**src/inc/coe_pkg.sv**
```systemverilog
// Constants for the clock output enable bank and its two-wire slave
// Summary of operation
// - Bytes 0 to 4 are reserved and read as all ones after power-up.
// - Byte 5 bit 7 enables clock pair zero; power-up value one.
// - Byte 5 bit 6 enables clock pair one; power-up value one.
// - Byte 5 bit 3 enables clock pair two; power-up value one.
// - Byte 5 bit 2 enables clock pair three; power-up value one.
// - Byte 6 bit 3 enables clock pair four; power-up value one.
// - Byte 6 bit 1 enables clock pair five; power-up value one.
// - Byte 5 bits 5, 4, 1 and 0 are reserved and read as one.
// - Byte 6 bits 7 to 5 read zero; bits 4, 2, 0 read one.
// - Write address d4 is acknowledged, then command, count, data bytes, each acknowledged.
// - Data bytes load in ascending order from byte 0 until stop arrives.
// - Read address d5 returns a count byte, then bytes 0 to 6 in order.
package coe_pkg;
    localparam logic [7:0] ADDR_WRITE    = 8'hd4;
    localparam logic [7:0] ADDR_READ     = 8'hd5;
    localparam logic [7:0] BYTE_COUNT    = 8'h07;
    localparam logic [3:0] OFS_BYTE_LAST = 4'h4;
    localparam logic [3:0] OFS_LOW_PAIRS = 4'h5;
    localparam logic [3:0] OFS_HIGH_PAIRS = 4'h6;
    localparam logic [3:0] HDR_BYTES     = 4'h2;
    localparam logic [3:0] IDX_MAX       = 4'hf;
    localparam logic [7:0] RSVD_VALUE    = 8'hff;
    localparam logic [7:0] LOW_RSVD      = 8'h33;
    localparam logic [7:0] HIGH_RSVD     = 8'h15;
    localparam logic [5:0] EN_RESET      = 6'h3f;
    localparam int         POS_PAIR0     = 7;
    localparam int         POS_PAIR1     = 6;
    localparam int         POS_PAIR2     = 3;
    localparam int         POS_PAIR3     = 2;
    localparam int         POS_PAIR4     = 3;
    localparam int         POS_PAIR5     = 1;
    localparam logic [3:0] BITS_PER_BYTE = 4'h8;
    localparam logic [3:0] LAST_TX_BIT   = 4'h7;

    typedef enum logic [2:0] {
        ST_IDLE,
        ST_RX,
        ST_RX_ACK,
        ST_TX,
        ST_TX_ACK
    } coe_state_e;
endpackage : coe_pkg

```
**src/hdl/coe_bank.sv**
```systemverilog
// Two-wire slave register bank gating six differential clock output pairs
`timescale 1ns/10ps
module coe_bank #(
    parameter int NUM_PAIRS = 6
) (
    input  wire logic                 clock,
    input  wire logic                 srst,
    input  wire logic                 scl_in,
    input  wire logic                 sda_in,
    output logic                      sda_out,
    output logic                      sda_oe_n,
    input  wire logic                 ref_clk_in,
    output logic [NUM_PAIRS-1:0]      clock_pair_t,
    output logic [NUM_PAIRS-1:0]      clock_pair_c
);

    coe_pkg::coe_state_e  st_reg;
    logic [7:0]           shift_reg;
    logic [3:0]           bit_reg;
    logic [3:0]           idx_reg;
    logic                 addr_phase_reg;
    logic                 rw_reg;
    logic                 sda_oe_n_reg;
    logic                 scl_q;
    logic                 sda_q;
    logic [5:0]           en_reg;
    logic [5:0]           gate_reg;
    logic [5:0]           t_reg;
    logic                 scl_rise;
    logic                 scl_fall;
    logic                 start_cond;
    logic                 stop_cond;
    logic                 byte_done;
    logic                 addr_match;
    logic                 wr_strobe;
    logic [3:0]           wr_ofs;
    logic [3:0]           idx_inc;
    logic [7:0]           next_tx;

    // Readback value of one register byte at the given offset
    function automatic logic [7:0] coe_byte(input logic [3:0] ofs, input logic [5:0] en);
        logic [7:0] v;
        v = coe_pkg::RSVD_VALUE;
        if (ofs <= coe_pkg::OFS_BYTE_LAST)
            v = coe_pkg::RSVD_VALUE;
        else if (ofs == coe_pkg::OFS_LOW_PAIRS)
        begin
            v = coe_pkg::LOW_RSVD;
            v[coe_pkg::POS_PAIR0] = en[0];
            v[coe_pkg::POS_PAIR1] = en[1];
            v[coe_pkg::POS_PAIR2] = en[2];
            v[coe_pkg::POS_PAIR3] = en[3];
        end
        else if (ofs == coe_pkg::OFS_HIGH_PAIRS)
        begin
            v = coe_pkg::HIGH_RSVD;
            v[coe_pkg::POS_PAIR4] = en[4];
            v[coe_pkg::POS_PAIR5] = en[5];
        end
        return v;
    endfunction : coe_byte

    assign scl_rise   = scl_in & ~scl_q;
    assign scl_fall   = ~scl_in & scl_q;
    assign start_cond = scl_in & scl_q & sda_q & ~sda_in;
    assign stop_cond  = scl_in & scl_q & ~sda_q & sda_in;
    assign byte_done  = (st_reg == coe_pkg::ST_RX) && scl_fall && (bit_reg == coe_pkg::BITS_PER_BYTE);
    assign addr_match = (shift_reg[7:1] == coe_pkg::ADDR_WRITE[7:1]);
    assign wr_strobe  = byte_done && !addr_phase_reg && (idx_reg >= coe_pkg::HDR_BYTES);
    assign wr_ofs     = idx_reg - coe_pkg::HDR_BYTES;
    assign idx_inc    = (idx_reg == coe_pkg::IDX_MAX) ? idx_reg : idx_reg + 4'h1;
    // Read index 0 is the count byte, index n is register n-1
    assign next_tx    = coe_byte(idx_reg - 4'h1, en_reg);

    assign sda_out  = 1'b0;
    assign sda_oe_n = sda_oe_n_reg;

    always_ff @(posedge clock)
    begin
        if (srst)
        begin
            scl_q <= 1'b1;
            sda_q <= 1'b1;
        end
        else
        begin
            scl_q <= scl_in;
            sda_q <= sda_in;
        end
    end

    always_ff @(posedge clock)
    begin
        if (srst)
        begin
            st_reg         <= coe_pkg::ST_IDLE;
            shift_reg      <= 8'h00;
            bit_reg        <= 4'h0;
            idx_reg        <= 4'h0;
            addr_phase_reg <= 1'b0;
            rw_reg         <= 1'b0;
            sda_oe_n_reg   <= 1'b1;
        end
        else if (start_cond)
        begin
            st_reg         <= coe_pkg::ST_RX;
            bit_reg        <= 4'h0;
            idx_reg        <= 4'h0;
            addr_phase_reg <= 1'b1;
            sda_oe_n_reg   <= 1'b1;
        end
        else if (stop_cond)
        begin
            st_reg       <= coe_pkg::ST_IDLE;
            sda_oe_n_reg <= 1'b1;
        end
        else
        begin
            case (st_reg)
                coe_pkg::ST_RX:
                begin
                    if (scl_rise && bit_reg != coe_pkg::BITS_PER_BYTE)
                    begin
                        shift_reg <= {shift_reg[6:0], sda_in};
                        bit_reg   <= bit_reg + 4'h1;
                    end
                    else if (byte_done)
                    begin
                        if (addr_phase_reg && !addr_match)
                            st_reg <= coe_pkg::ST_IDLE;
                        else
                        begin
                            st_reg       <= coe_pkg::ST_RX_ACK;
                            sda_oe_n_reg <= 1'b0;
                            if (addr_phase_reg)
                                rw_reg <= shift_reg[0];
                        end
                    end
                end
                coe_pkg::ST_RX_ACK:
                begin
                    // The acknowledge is held through the whole ninth clock, high phase too
                    if (scl_fall)
                    begin
                        bit_reg <= 4'h0;
                        if (addr_phase_reg && rw_reg)
                        begin
                            st_reg       <= coe_pkg::ST_TX;
                            shift_reg    <= coe_pkg::BYTE_COUNT;
                            sda_oe_n_reg <= coe_pkg::BYTE_COUNT[7];
                            idx_reg      <= 4'h1;
                        end
                        else
                        begin
                            st_reg       <= coe_pkg::ST_RX;
                            sda_oe_n_reg <= 1'b1;
                            if (!addr_phase_reg)
                                idx_reg <= idx_inc;
                        end
                        addr_phase_reg <= 1'b0;
                    end
                end
                coe_pkg::ST_TX:
                begin
                    if (scl_fall)
                    begin
                        if (bit_reg == coe_pkg::LAST_TX_BIT)
                        begin
                            st_reg       <= coe_pkg::ST_TX_ACK;
                            sda_oe_n_reg <= 1'b1;
                        end
                        else
                        begin
                            bit_reg      <= bit_reg + 4'h1;
                            shift_reg    <= {shift_reg[6:0], 1'b1};
                            sda_oe_n_reg <= shift_reg[6];
                        end
                    end
                end
                coe_pkg::ST_TX_ACK:
                begin
                    // A host not-acknowledge ends the read; the bus stays released
                    if (scl_rise && sda_in)
                        st_reg <= coe_pkg::ST_IDLE;
                    else if (scl_fall)
                    begin
                        st_reg       <= coe_pkg::ST_TX;
                        bit_reg      <= 4'h0;
                        shift_reg    <= next_tx;
                        sda_oe_n_reg <= next_tx[7];
                        idx_reg      <= idx_inc;
                    end
                end
                default:
                begin
                    sda_oe_n_reg <= 1'b1;
                end
            endcase
        end
    end

    // Bytes past the last register and reserved bits are acknowledged but not stored
    always_ff @(posedge clock)
    begin
        if (srst)
            en_reg <= coe_pkg::EN_RESET;
        else if (wr_strobe && wr_ofs == coe_pkg::OFS_LOW_PAIRS)
        begin
            en_reg[0] <= shift_reg[coe_pkg::POS_PAIR0];
            en_reg[1] <= shift_reg[coe_pkg::POS_PAIR1];
            en_reg[2] <= shift_reg[coe_pkg::POS_PAIR2];
            en_reg[3] <= shift_reg[coe_pkg::POS_PAIR3];
        end
        else if (wr_strobe && wr_ofs == coe_pkg::OFS_HIGH_PAIRS)
        begin
            en_reg[4] <= shift_reg[coe_pkg::POS_PAIR4];
            en_reg[5] <= shift_reg[coe_pkg::POS_PAIR5];
        end
    end

    // Gates move only while the reference is low, so no output pulse is ever cut short
    always_ff @(posedge clock)
    begin
        if (srst)
        begin
            gate_reg <= coe_pkg::EN_RESET;
            t_reg    <= 6'h00;
        end
        else
        begin
            if (!ref_clk_in)
                gate_reg <= en_reg;
            t_reg <= {6{ref_clk_in}} & gate_reg;
        end
    end

    assign clock_pair_t = t_reg[NUM_PAIRS-1:0];
    assign clock_pair_c = ~t_reg[NUM_PAIRS-1:0];

    // Checks other than AST_EN_POWER_UP stay off during reset, where the bus history is undefined
    AST_EN_POWER_UP: assert property (@(posedge clock) srst |=> en_reg == coe_pkg::EN_RESET)
        else $error("enables not all one after reset");
    AST_RSVD_BYTES: assert property (@(posedge clock) disable iff (srst)
        (st_reg == coe_pkg::ST_TX && idx_reg >= 4'h2 && idx_reg <= 4'h6) |-> sda_oe_n_reg)
        else $error("reserved byte drove a zero");
    AST_LOW_RSVD: assert property (@(posedge clock) disable iff (srst)
        (coe_byte(coe_pkg::OFS_LOW_PAIRS, en_reg) & coe_pkg::LOW_RSVD) == coe_pkg::LOW_RSVD)
        else $error("byte 5 reserved bits not one");
    AST_HIGH_RSVD: assert property (@(posedge clock) disable iff (srst)
        (coe_byte(coe_pkg::OFS_HIGH_PAIRS, en_reg) & 8'hf5) == coe_pkg::HIGH_RSVD)
        else $error("byte 6 reserved bits wrong");
    AST_WRITE_LOW: assert property (@(posedge clock) disable iff (srst)
        (wr_strobe && wr_ofs == coe_pkg::OFS_LOW_PAIRS)
        |=> en_reg[3:0] == {$past(shift_reg[2]), $past(shift_reg[3]),
                            $past(shift_reg[6]), $past(shift_reg[7])})
        else $error("byte 5 write not applied");
    AST_WRITE_HIGH: assert property (@(posedge clock) disable iff (srst)
        (wr_strobe && wr_ofs == coe_pkg::OFS_HIGH_PAIRS)
        |=> en_reg[5:4] == {$past(shift_reg[1]), $past(shift_reg[3])})
        else $error("byte 6 write not applied");
    AST_ADDR_ACK: assert property (@(posedge clock) disable iff (srst)
        (byte_done && addr_phase_reg && !start_cond && !stop_cond)
        |=> (!sda_oe_n_reg == $past(addr_match)))
        else $error("address acknowledge wrong");
    AST_STOP_IDLE: assert property (@(posedge clock) disable iff (srst)
        (stop_cond && !start_cond) |=> st_reg == coe_pkg::ST_IDLE && sda_oe_n_reg)
        else $error("stop did not release the bus");
    AST_COUNT_FIRST: assert property (@(posedge clock) disable iff (srst)
        (st_reg == coe_pkg::ST_RX_ACK && addr_phase_reg && rw_reg && scl_fall
         && !start_cond && !stop_cond) |=> shift_reg == coe_pkg::BYTE_COUNT)
        else $error("read did not start with the count");
    AST_GATE_LOW_ONLY: assert property (@(posedge clock) disable iff (srst)
        (gate_reg != $past(gate_reg)) |-> !$past(ref_clk_in))
        else $error("gate changed while reference high");
    AST_STATIC_OFF: assert property (@(posedge clock) disable iff (srst)
        (!gate_reg[0]) |=> !t_reg[0] && clock_pair_c[0])
        else $error("disabled pair still toggling");
    AST_GATE_TRACKS: assert property (@(posedge clock) disable iff (srst)
        (!ref_clk_in) |=> gate_reg == $past(en_reg))
        else $error("gate did not follow enables in low phase");

    // Open drain: the slave pulls the line only in its own acknowledge and data slots
    AST_RX_ACK_DRIVE: assert property (@(posedge clock) disable iff (srst)
        (st_reg == coe_pkg::ST_RX_ACK) |-> !sda_oe_n_reg)
        else $error("acknowledge slot not driven");
    AST_IDLE_QUIET: assert property (@(posedge clock) disable iff (srst)
        (st_reg == coe_pkg::ST_IDLE) |-> sda_oe_n_reg)
        else $error("idle slave pulls the line");
    AST_TX_ACK_RELEASE: assert property (@(posedge clock) disable iff (srst)
        (st_reg == coe_pkg::ST_TX_ACK) |-> sda_oe_n_reg)
        else $error("line held in host acknowledge slot");
    AST_TX_HOLD: assert property (@(posedge clock) disable iff (srst)
        (st_reg == coe_pkg::ST_TX && scl_in && scl_q) |-> $stable(sda_oe_n_reg))
        else $error("read data moved while clock high");
    AST_EXTRA_IGNORED: assert property (@(posedge clock) disable iff (srst)
        (wr_strobe && wr_ofs > coe_pkg::OFS_HIGH_PAIRS) |=> $stable(en_reg))
        else $error("byte past the last register was stored");

    COV_WRITE_LOW: cover property (@(posedge clock) wr_strobe && wr_ofs == coe_pkg::OFS_LOW_PAIRS);
    COV_READ_COUNT: cover property (@(posedge clock) st_reg == coe_pkg::ST_TX && idx_reg == 4'h1);
    COV_READ_LAST: cover property (@(posedge clock) st_reg == coe_pkg::ST_TX && idx_reg == 4'h8);
    COV_PAIR_OFF: cover property (@(posedge clock) gate_reg[0] ##1 !gate_reg[0]);
    COV_FOREIGN_ADDR: cover property (@(posedge clock) byte_done && addr_phase_reg && !addr_match);

endmodule : coe_bank

```
**config.mk**
```make
export PLATFORM = sky130hd
export DESIGN_NAME = coe_bank
export DESIGN_NICKNAME = d
export VERILOG_FILES = /design/src/inc/coe_pkg.sv /design/src/hdl/coe_bank.sv
export SDC_FILE = /design/constraint.sdc
export NUM_CORES = 1
export LEC_CHECK = 0
export BUFFER_PORTS_ARGS = -buffer_cell sky130_fd_sc_hd__buf_2
export CELL_PAD_IN_SITES_DETAIL_PLACEMENT = 1
export CELL_PAD_IN_SITES_GLOBAL_PLACEMENT = 1
export CORE_UTILIZATION = 45
export CTS_CLUSTER_SIZE = 10
export DETAILED_ROUTE_END_ITERATION = 10
export MAX_ROUTING_LAYER = met4
export PLACE_DENSITY_LB_ADDON = 0.1
export SYNTH_ARGS = -nofsm -noshare
export SYNTH_HDL_FRONTEND = slang
export SYNTH_SLANG_ARGS = --single-unit
```
**constraint.sdc**
```tcl
create_clock -name clock -period 2.1 [get_ports clock]
set_input_delay 0.105 -clock clock [delete_from_list [all_inputs] [get_ports clock]]
set_output_delay 0.105 -clock clock [all_outputs]
set_load 0.02 [all_outputs]
```
==> impl_metrics.yaml, run 1 <==
floorplanning:
  core_area_um2: 5170
  rows: 26
  die_w_um: 75.5
  die_h_um: 75.5
  start_util_pct: 47.0
  dieArea_um2: 5710
  ioPinCount: 19
worst_setup_path:
  crit_slowest_cell: "or4bb_1"
  critPathMaxFanout: 5
  cp_slowest_stage_delay_ps: 530
  crit_path_cell_trace: "ha_2 > or4bb_1 > a21oi_2 > o22ai_2 > or4b_1 > o31ai_1"
  crit_arrival_ps: 2270
  rrSetupSlack_ps: 50
  endpoint: "st_reg[1]$_SDFFE_PP0P_"
  critPathLaunch: "bit_reg[0]$_SDFFE_PP0P_"
  rr_startpoint: "bit_reg[0]$_SDFFE_PP0P_"
  required_ps: 2320
  cp-end-kind: "register"
  reg2reg_depth: 6
  r2r_end: "st_reg[1]$_SDFFE_PP0P_"
  critPathKind: "reg2reg"
  critPathLaunchType: "register"
drt:
  drt_wl_total_mm: 6.29
  detail-route-antenna-nets: 0
  initialDrtViolationCount: 82
  routedWlPerCell_um: 16.0
  routed_via_density: 5.60
  vias: 2201
  drt_pass1_iterations: 4
  drc: 0
final_layout:
  largest_register_ffs: 8
  drive_gt1_share_pct: 19.8
  area.growth.synth_to_final_pct: 14.3
  nets: 338
  layout_commonest_cell: "dfxtp_1"
  layout_common_cells: "dfxtp_1 (39), inv_1 (28), nor2_1 (26), nand2_1 (20)"
  final_cells: 393
  final_util_pct: 53.8
  antenna_cells: 0
sta:
  finalCriticalPeriod_ps: 2050
  fin_skew_ps: 12.0
  rsz0062_at_grt: "yes"
  final_hold_viol_count: 0
  min_period_over_period_pct: 97.7
  slew_violations: 0
  fmax_mhz: 487
  finalSetupViolCount: 0
yosys:
  synthMuxAreaShare_pct: 2.52
  seq_area_frac_synth_pct: 34.6
  synth_area_leader_cell: "dfxtp_1"
  postSynth.asyncResetShare_pct: 0
  synth_top_family_by_area: "compound AO/OA/AOI/OAI gates"
  synth_xor_area_share_pct: 1.44
  netlist.area_leader.share_pct: 34.6
  synthDistinctLibCells: 65
  synth-compound-area-share_pct: 24.6
  ys_seq_elements: 42
  synth-simple-area-share_pct: 22.8
  ys_warn_count: 0
  syn_avg_cell_area_um2: 8.17
  netlist_top_cells_area: "dfxtp_1 (35%), ha_1 (5.7%), inv_1 (4.3%)"
  ys.flop_type: "dfxtp_1"
  synth-edff-count: 0
  synth-adder-area-share_pct: 5.66
  syn_inst: 298
  synth_nets: 314
  syn_area_um2: 2430
place:
  numPortBuffers: 17
  gp_congestion: 0.930
  dp.cells: 385
  dp_hpwl_mm: 4.70
pwr:
  p_per_area_nw_per_um2: 592
  p_leak_nw: 1.07
  peakVddDrop_mv: 0.238
grt:
  grt_max_degree: 24
  grt_overflow_total: 0
  track_usage_pct: 24.6
  antenna_found_initial: 0
  grt_pass1_vias: 2109
  grt_pass1_wl_mm: 10.2
clock_tree:
  cts_tree: "done"
  cts_hold_buf: 0
  cts.sinks: 42
  clock_latency_ps: 300
  cts_buffers: 5
  cts_max_path_buffers: 2
  htreeDepth: 2
  path_clk_slew_ps: 90
  root_buffer: "clkbuf_8"
run:
  drv_cap: 0
run_status:
  status: "completed"
hold_path:
  hold_class: "in2reg"
[layout make-up]
cell class	count	area, um^2
well taps	70	87.6
repair buffers	36	231
fillers	654	2390
flip-flops and latches	42	845
clock inverters	2	37.5
clock buffers	6	72.6
multi-input cells	209	1400
inverters	28	105
[cell usage after synthesis (3+ instances only)]
cell type,instances
a211o_1,5
a211oi_1,9
a21boi_0,4
a21oi_1,18
a31oi_1,5
and3_1,5
clkbuf_1,11
dfxtp_1,42
ha_1,11
inv_1,28
mux2i_1,5
nand2_1,20
nand2b_1,6
nand3_1,8
nand4_1,3
nor2_1,27
nor2b_1,4
nor3_1,6
o21ai_0,15
o31ai_1,3
or2_2,3
xnor2_1,3
[per-stage QoR]
step	setup slack, ps	hold WS (ps)	cell area, um^2	total power, mW	TNS, ps
after global placement	119	377	2650	1.01	0
after detailed placement	42.7	373	2650	1.02	0
after floorplan	212	212	2430	0.964	0
after CTS	21.8	66.0	2760	1.66	0
final	48.5	67.4	2780	1.65	0
after global routing	-53.4	81.8	2780	1.72	-238
[cell families after synthesis]
logic type,Yosys count
adder cells (fa/ha/maj),11
XOR/XNOR,4
AND/OR/NAND/NOR,101
AO/OA/AOI/OAI,86
flip-flops,42
other,1
buffers and inverters,47
multiplexers,6
[worst min path at each step]
| stage | from | endpoint | slack, ps | depth (start not counted) |
|---|---|---|---|---|
| 6_report | srst | scl_q$_SDFF_PP1_ | 70 | 2 |
| 5_1_grt | srst | scl_q$_SDFF_PP1_ | 80 | 2 |
| 4_1_cts | srst | scl_q$_SDFF_PP1_ | 70 | 2 |
| 3_5_place_dp | srst | scl_q$_SDFF_PP1_ | 370 | 2 |
| 3_3_place_gp | srst | scl_q$_SDFF_PP1_ | 380 | 2 |
| 2_1_floorplan | sda_in | sda_q$_SDFF_PP1_ | 210 | 1 |
[routing by layer]
metal,wire (um),GRT usage (%),share of wire [%]
met2,2850,38.7,45
met3,172,4.50,2.7
met5,0,-,0
met1,3180,32.7,51
met4,91,5.97,1.4
[power by group]
group | leakage, nW | switching, mW | internal [mW]
clock network | 0.0514 | 0.293 | 0.355
logic | 0.671 | 0.105 | 0.0603
registers | 0.344 | 0.0152 | 0.818
total | 1.07 | 0.413 | 1.23
[critical path, delay by kind of cell (launching register included)]
family,cells,cell delay [ps]
compound gates,3,360
fa+ha+maj,1,210
simple gates,2,1020
flops,1,380
[repair_timing]
action,4_1_cts,5_1_grt
setup buffers,0,0
pin swaps,0,1
gates resized for setup,1,7
endpoints found under the setup margin,1,13
No activity file was read; power rests on OpenSTA's default activity.
==> inputs of run 2 (changes only) <==
CORE_UTILIZATION = 48   (was 45)
clock period = 2.64 ns   (was 2.1 ns; I/O delays follow)
==> run 2 against run 1 <==
Register-to-register slack better by 380 ps. Critical path depth is 1 lower. First-iteration DRC count is 2.4% higher. Cell area is 4.9% lower. Flip-flop and latch count stayed put. Clock skew is 6.6 ps lower. Global-route usage is 2.0 points higher. Wire length is 3.4% lower. Clock power is 35% lower. Critical endpoint is now shift_reg[1]$_SDFFE_PP0P_. Largest cell class unchanged. Highest routed layer unchanged.
==> impl_metrics.yaml, run 2 (synthesized netlist as in run 1, its figures left out) <==
run_status:
  status: "completed"
floorplanning:
  start_util_pct: 50.8
  dieArea_um2: 5360
  ioPinCount: 19
  die_h_um: 73.2
  core_area_um2: 4790
  die_w_um: 73.2
  rows: 25
pwr:
  peakVddDrop_mv: 0.215
  p_int_uw: 881
  combinationalPowerShare_pct: 9.8
  power_mw: 1.21
  pwr-share-clk_pct: 34.8
  seqPwrFrac_pct: 55.4
  swShare_pct: 27.0
  p_per_area_nw_per_um2: 456
  switching_power_uw: 326
  p_leak_nw: 1.00
worst_setup_path:
  critPathLaunchType: "register"
  critPathKind: "reg2reg"
  required_ps: 2810
  critPathMaxFanout: 16
  rrSetupSlack_ps: 430
  cp-end-kind: "register"
  crit_arrival_ps: 2380
  reg2reg_depth: 5
drt:
  drt_pass1_iterations: 4
  routedWlPerCell_um: 16.1
  initialDrtViolationCount: 84
  drc: 0
  routed_via_density: 5.73
  detail-route-antenna-nets: 0
  vias: 2165
  drt_wl_total_mm: 6.08
run:
  drv_cap: 0
final_layout:
  drive_gt1_share_pct: 14.5
  nFillCells: 609
  layout_common_cells: "dfxtp_1 (42), inv_1 (28), nor2_1 (27), nand2_1 (20), a21oi_1 (18)"
  area.growth.synth_to_final_pct: 8.69
  largest_register_ffs: 8
  multi_input_area_um2: 1390
  nets: 326
  layout_commonest_cell: "dfxtp_1"
  ff_latch_area_um2: 841
  antenna_cells: 0
sta:
  finalSetupViolCount: 0
  final_hold_viol_count: 0
  slew_violations: 0
  fin_skew_ps: 5.32
  tns_ps: 0
  relSlewSlack_pct: 56.4
  fmax_mhz: 453
  rsz0062_at_grt: "no"
  min_period_over_period_pct: 83.7
  finalCriticalPeriod_ps: 2210
  worst_slew_pin_slew_ps: 653
place:
  numPortBuffers: 17
  dp_hpwl_mm: 4.64
  gp_congestion: 0.881
clock_tree:
  cts.sinks: 42
  cts_max_path_buffers: 2
  cts_hold_buf: 0
  path_clk_slew_ps: 80
  cts_tree: "done"
  clock_latency_ps: 300
  htreeDepth: 2
  cts_resized: 0
  cts_setup_buffers: 0
  cts_buffers: 5
  root_buffer: "clkbuf_8"
grt:
  grt_pass1_wl_mm: 10.5
  grt_max_degree: 24
  grt_overflow_total: 0
  antenna_found_initial: 0
  grt_pass1_vias: 2127
  track_usage_pct: 26.6
hold_path:
  hold_class: "in2reg"
  whs_path_depth: 2
run 2: routing by layer:
layer | track usage [%] | share of wire (%) | wire [um] | vias to the layer above
li1 | - | - | - | 1085
met1 | 34.9 | 49 | 3000 | 1051
met2 | 41.6 | 47 | 2860 | 23
met3 | 5.11 | 2.6 | 155 | 6
met4 | 7.41 | 1.0 | 63 | 0
met5 | - | 0 | 0 | -
run 2: area by class of cell:
type / count / share of cell area [%]
flip-flops and latches: 42 / 31.8
inverters: 28 / 3.97
repair buffers: 24 / 5.20
clock buffers: 6 / 2.74
well taps: 67 / 3.17
multi-input cells: 209 / 52.6
clock inverters: 2 / 0.520
run 2: power by group through the flow:
| stage | sequential, mW | clock, mW | combinational (mW) |
|---|---|---|---|
| after CTS | 0.668 | 0.436 | 0.120 |
| after floorplan | 0.683 | 0 | 0.0832 |
| after detailed placement | 0.683 | 0 | 0.119 |
| after global placement | 0.682 | 0 | 0.116 |
| after global routing | 0.671 | 0.456 | 0.133 |
| final | 0.668 | 0.420 | 0.119 |
run 2: critical path, cell delays in order (launching register included):
cell and delay (ps):
dfxtp_1 630, inv_1 270, o21a_1 260, o32ai_2 430, a21boi_0 360, a211oi_1 130
run 2: worst paths after layout:
path	from	to
max	st_reg[0]$_SDFFE_PP0P_	shift_reg[1]$_SDFFE_PP0P_
min	sda_in	sda_q$_SDFF_PP1_
max reg2reg	st_reg[0]$_SDFFE_PP0P_	shift_reg[1]$_SDFFE_PP0P_
min reg2reg	gate_reg[4]$_SDFFE_PP1N_	clock_pair_t[4]$_SDFF_PP0_
run 2: per-stage QoR:
stage | util [%] | hold WS [ps] | area (um^2) | worst slack (ps) | std cells
floorplan | - | 239 | 2430 | 752 | 298
global placement | 53.5 | 406 | 2560 | 537 | 370
detailed placement | 53.5 | 410 | 2560 | 451 | 370
CTS | 55.3 | 85.4 | 2650 | 446 | 378
global route | 55.3 | 123 | 2650 | 288 | 378
finish | 55.3 | 95.5 | 2650 | 432 | 378
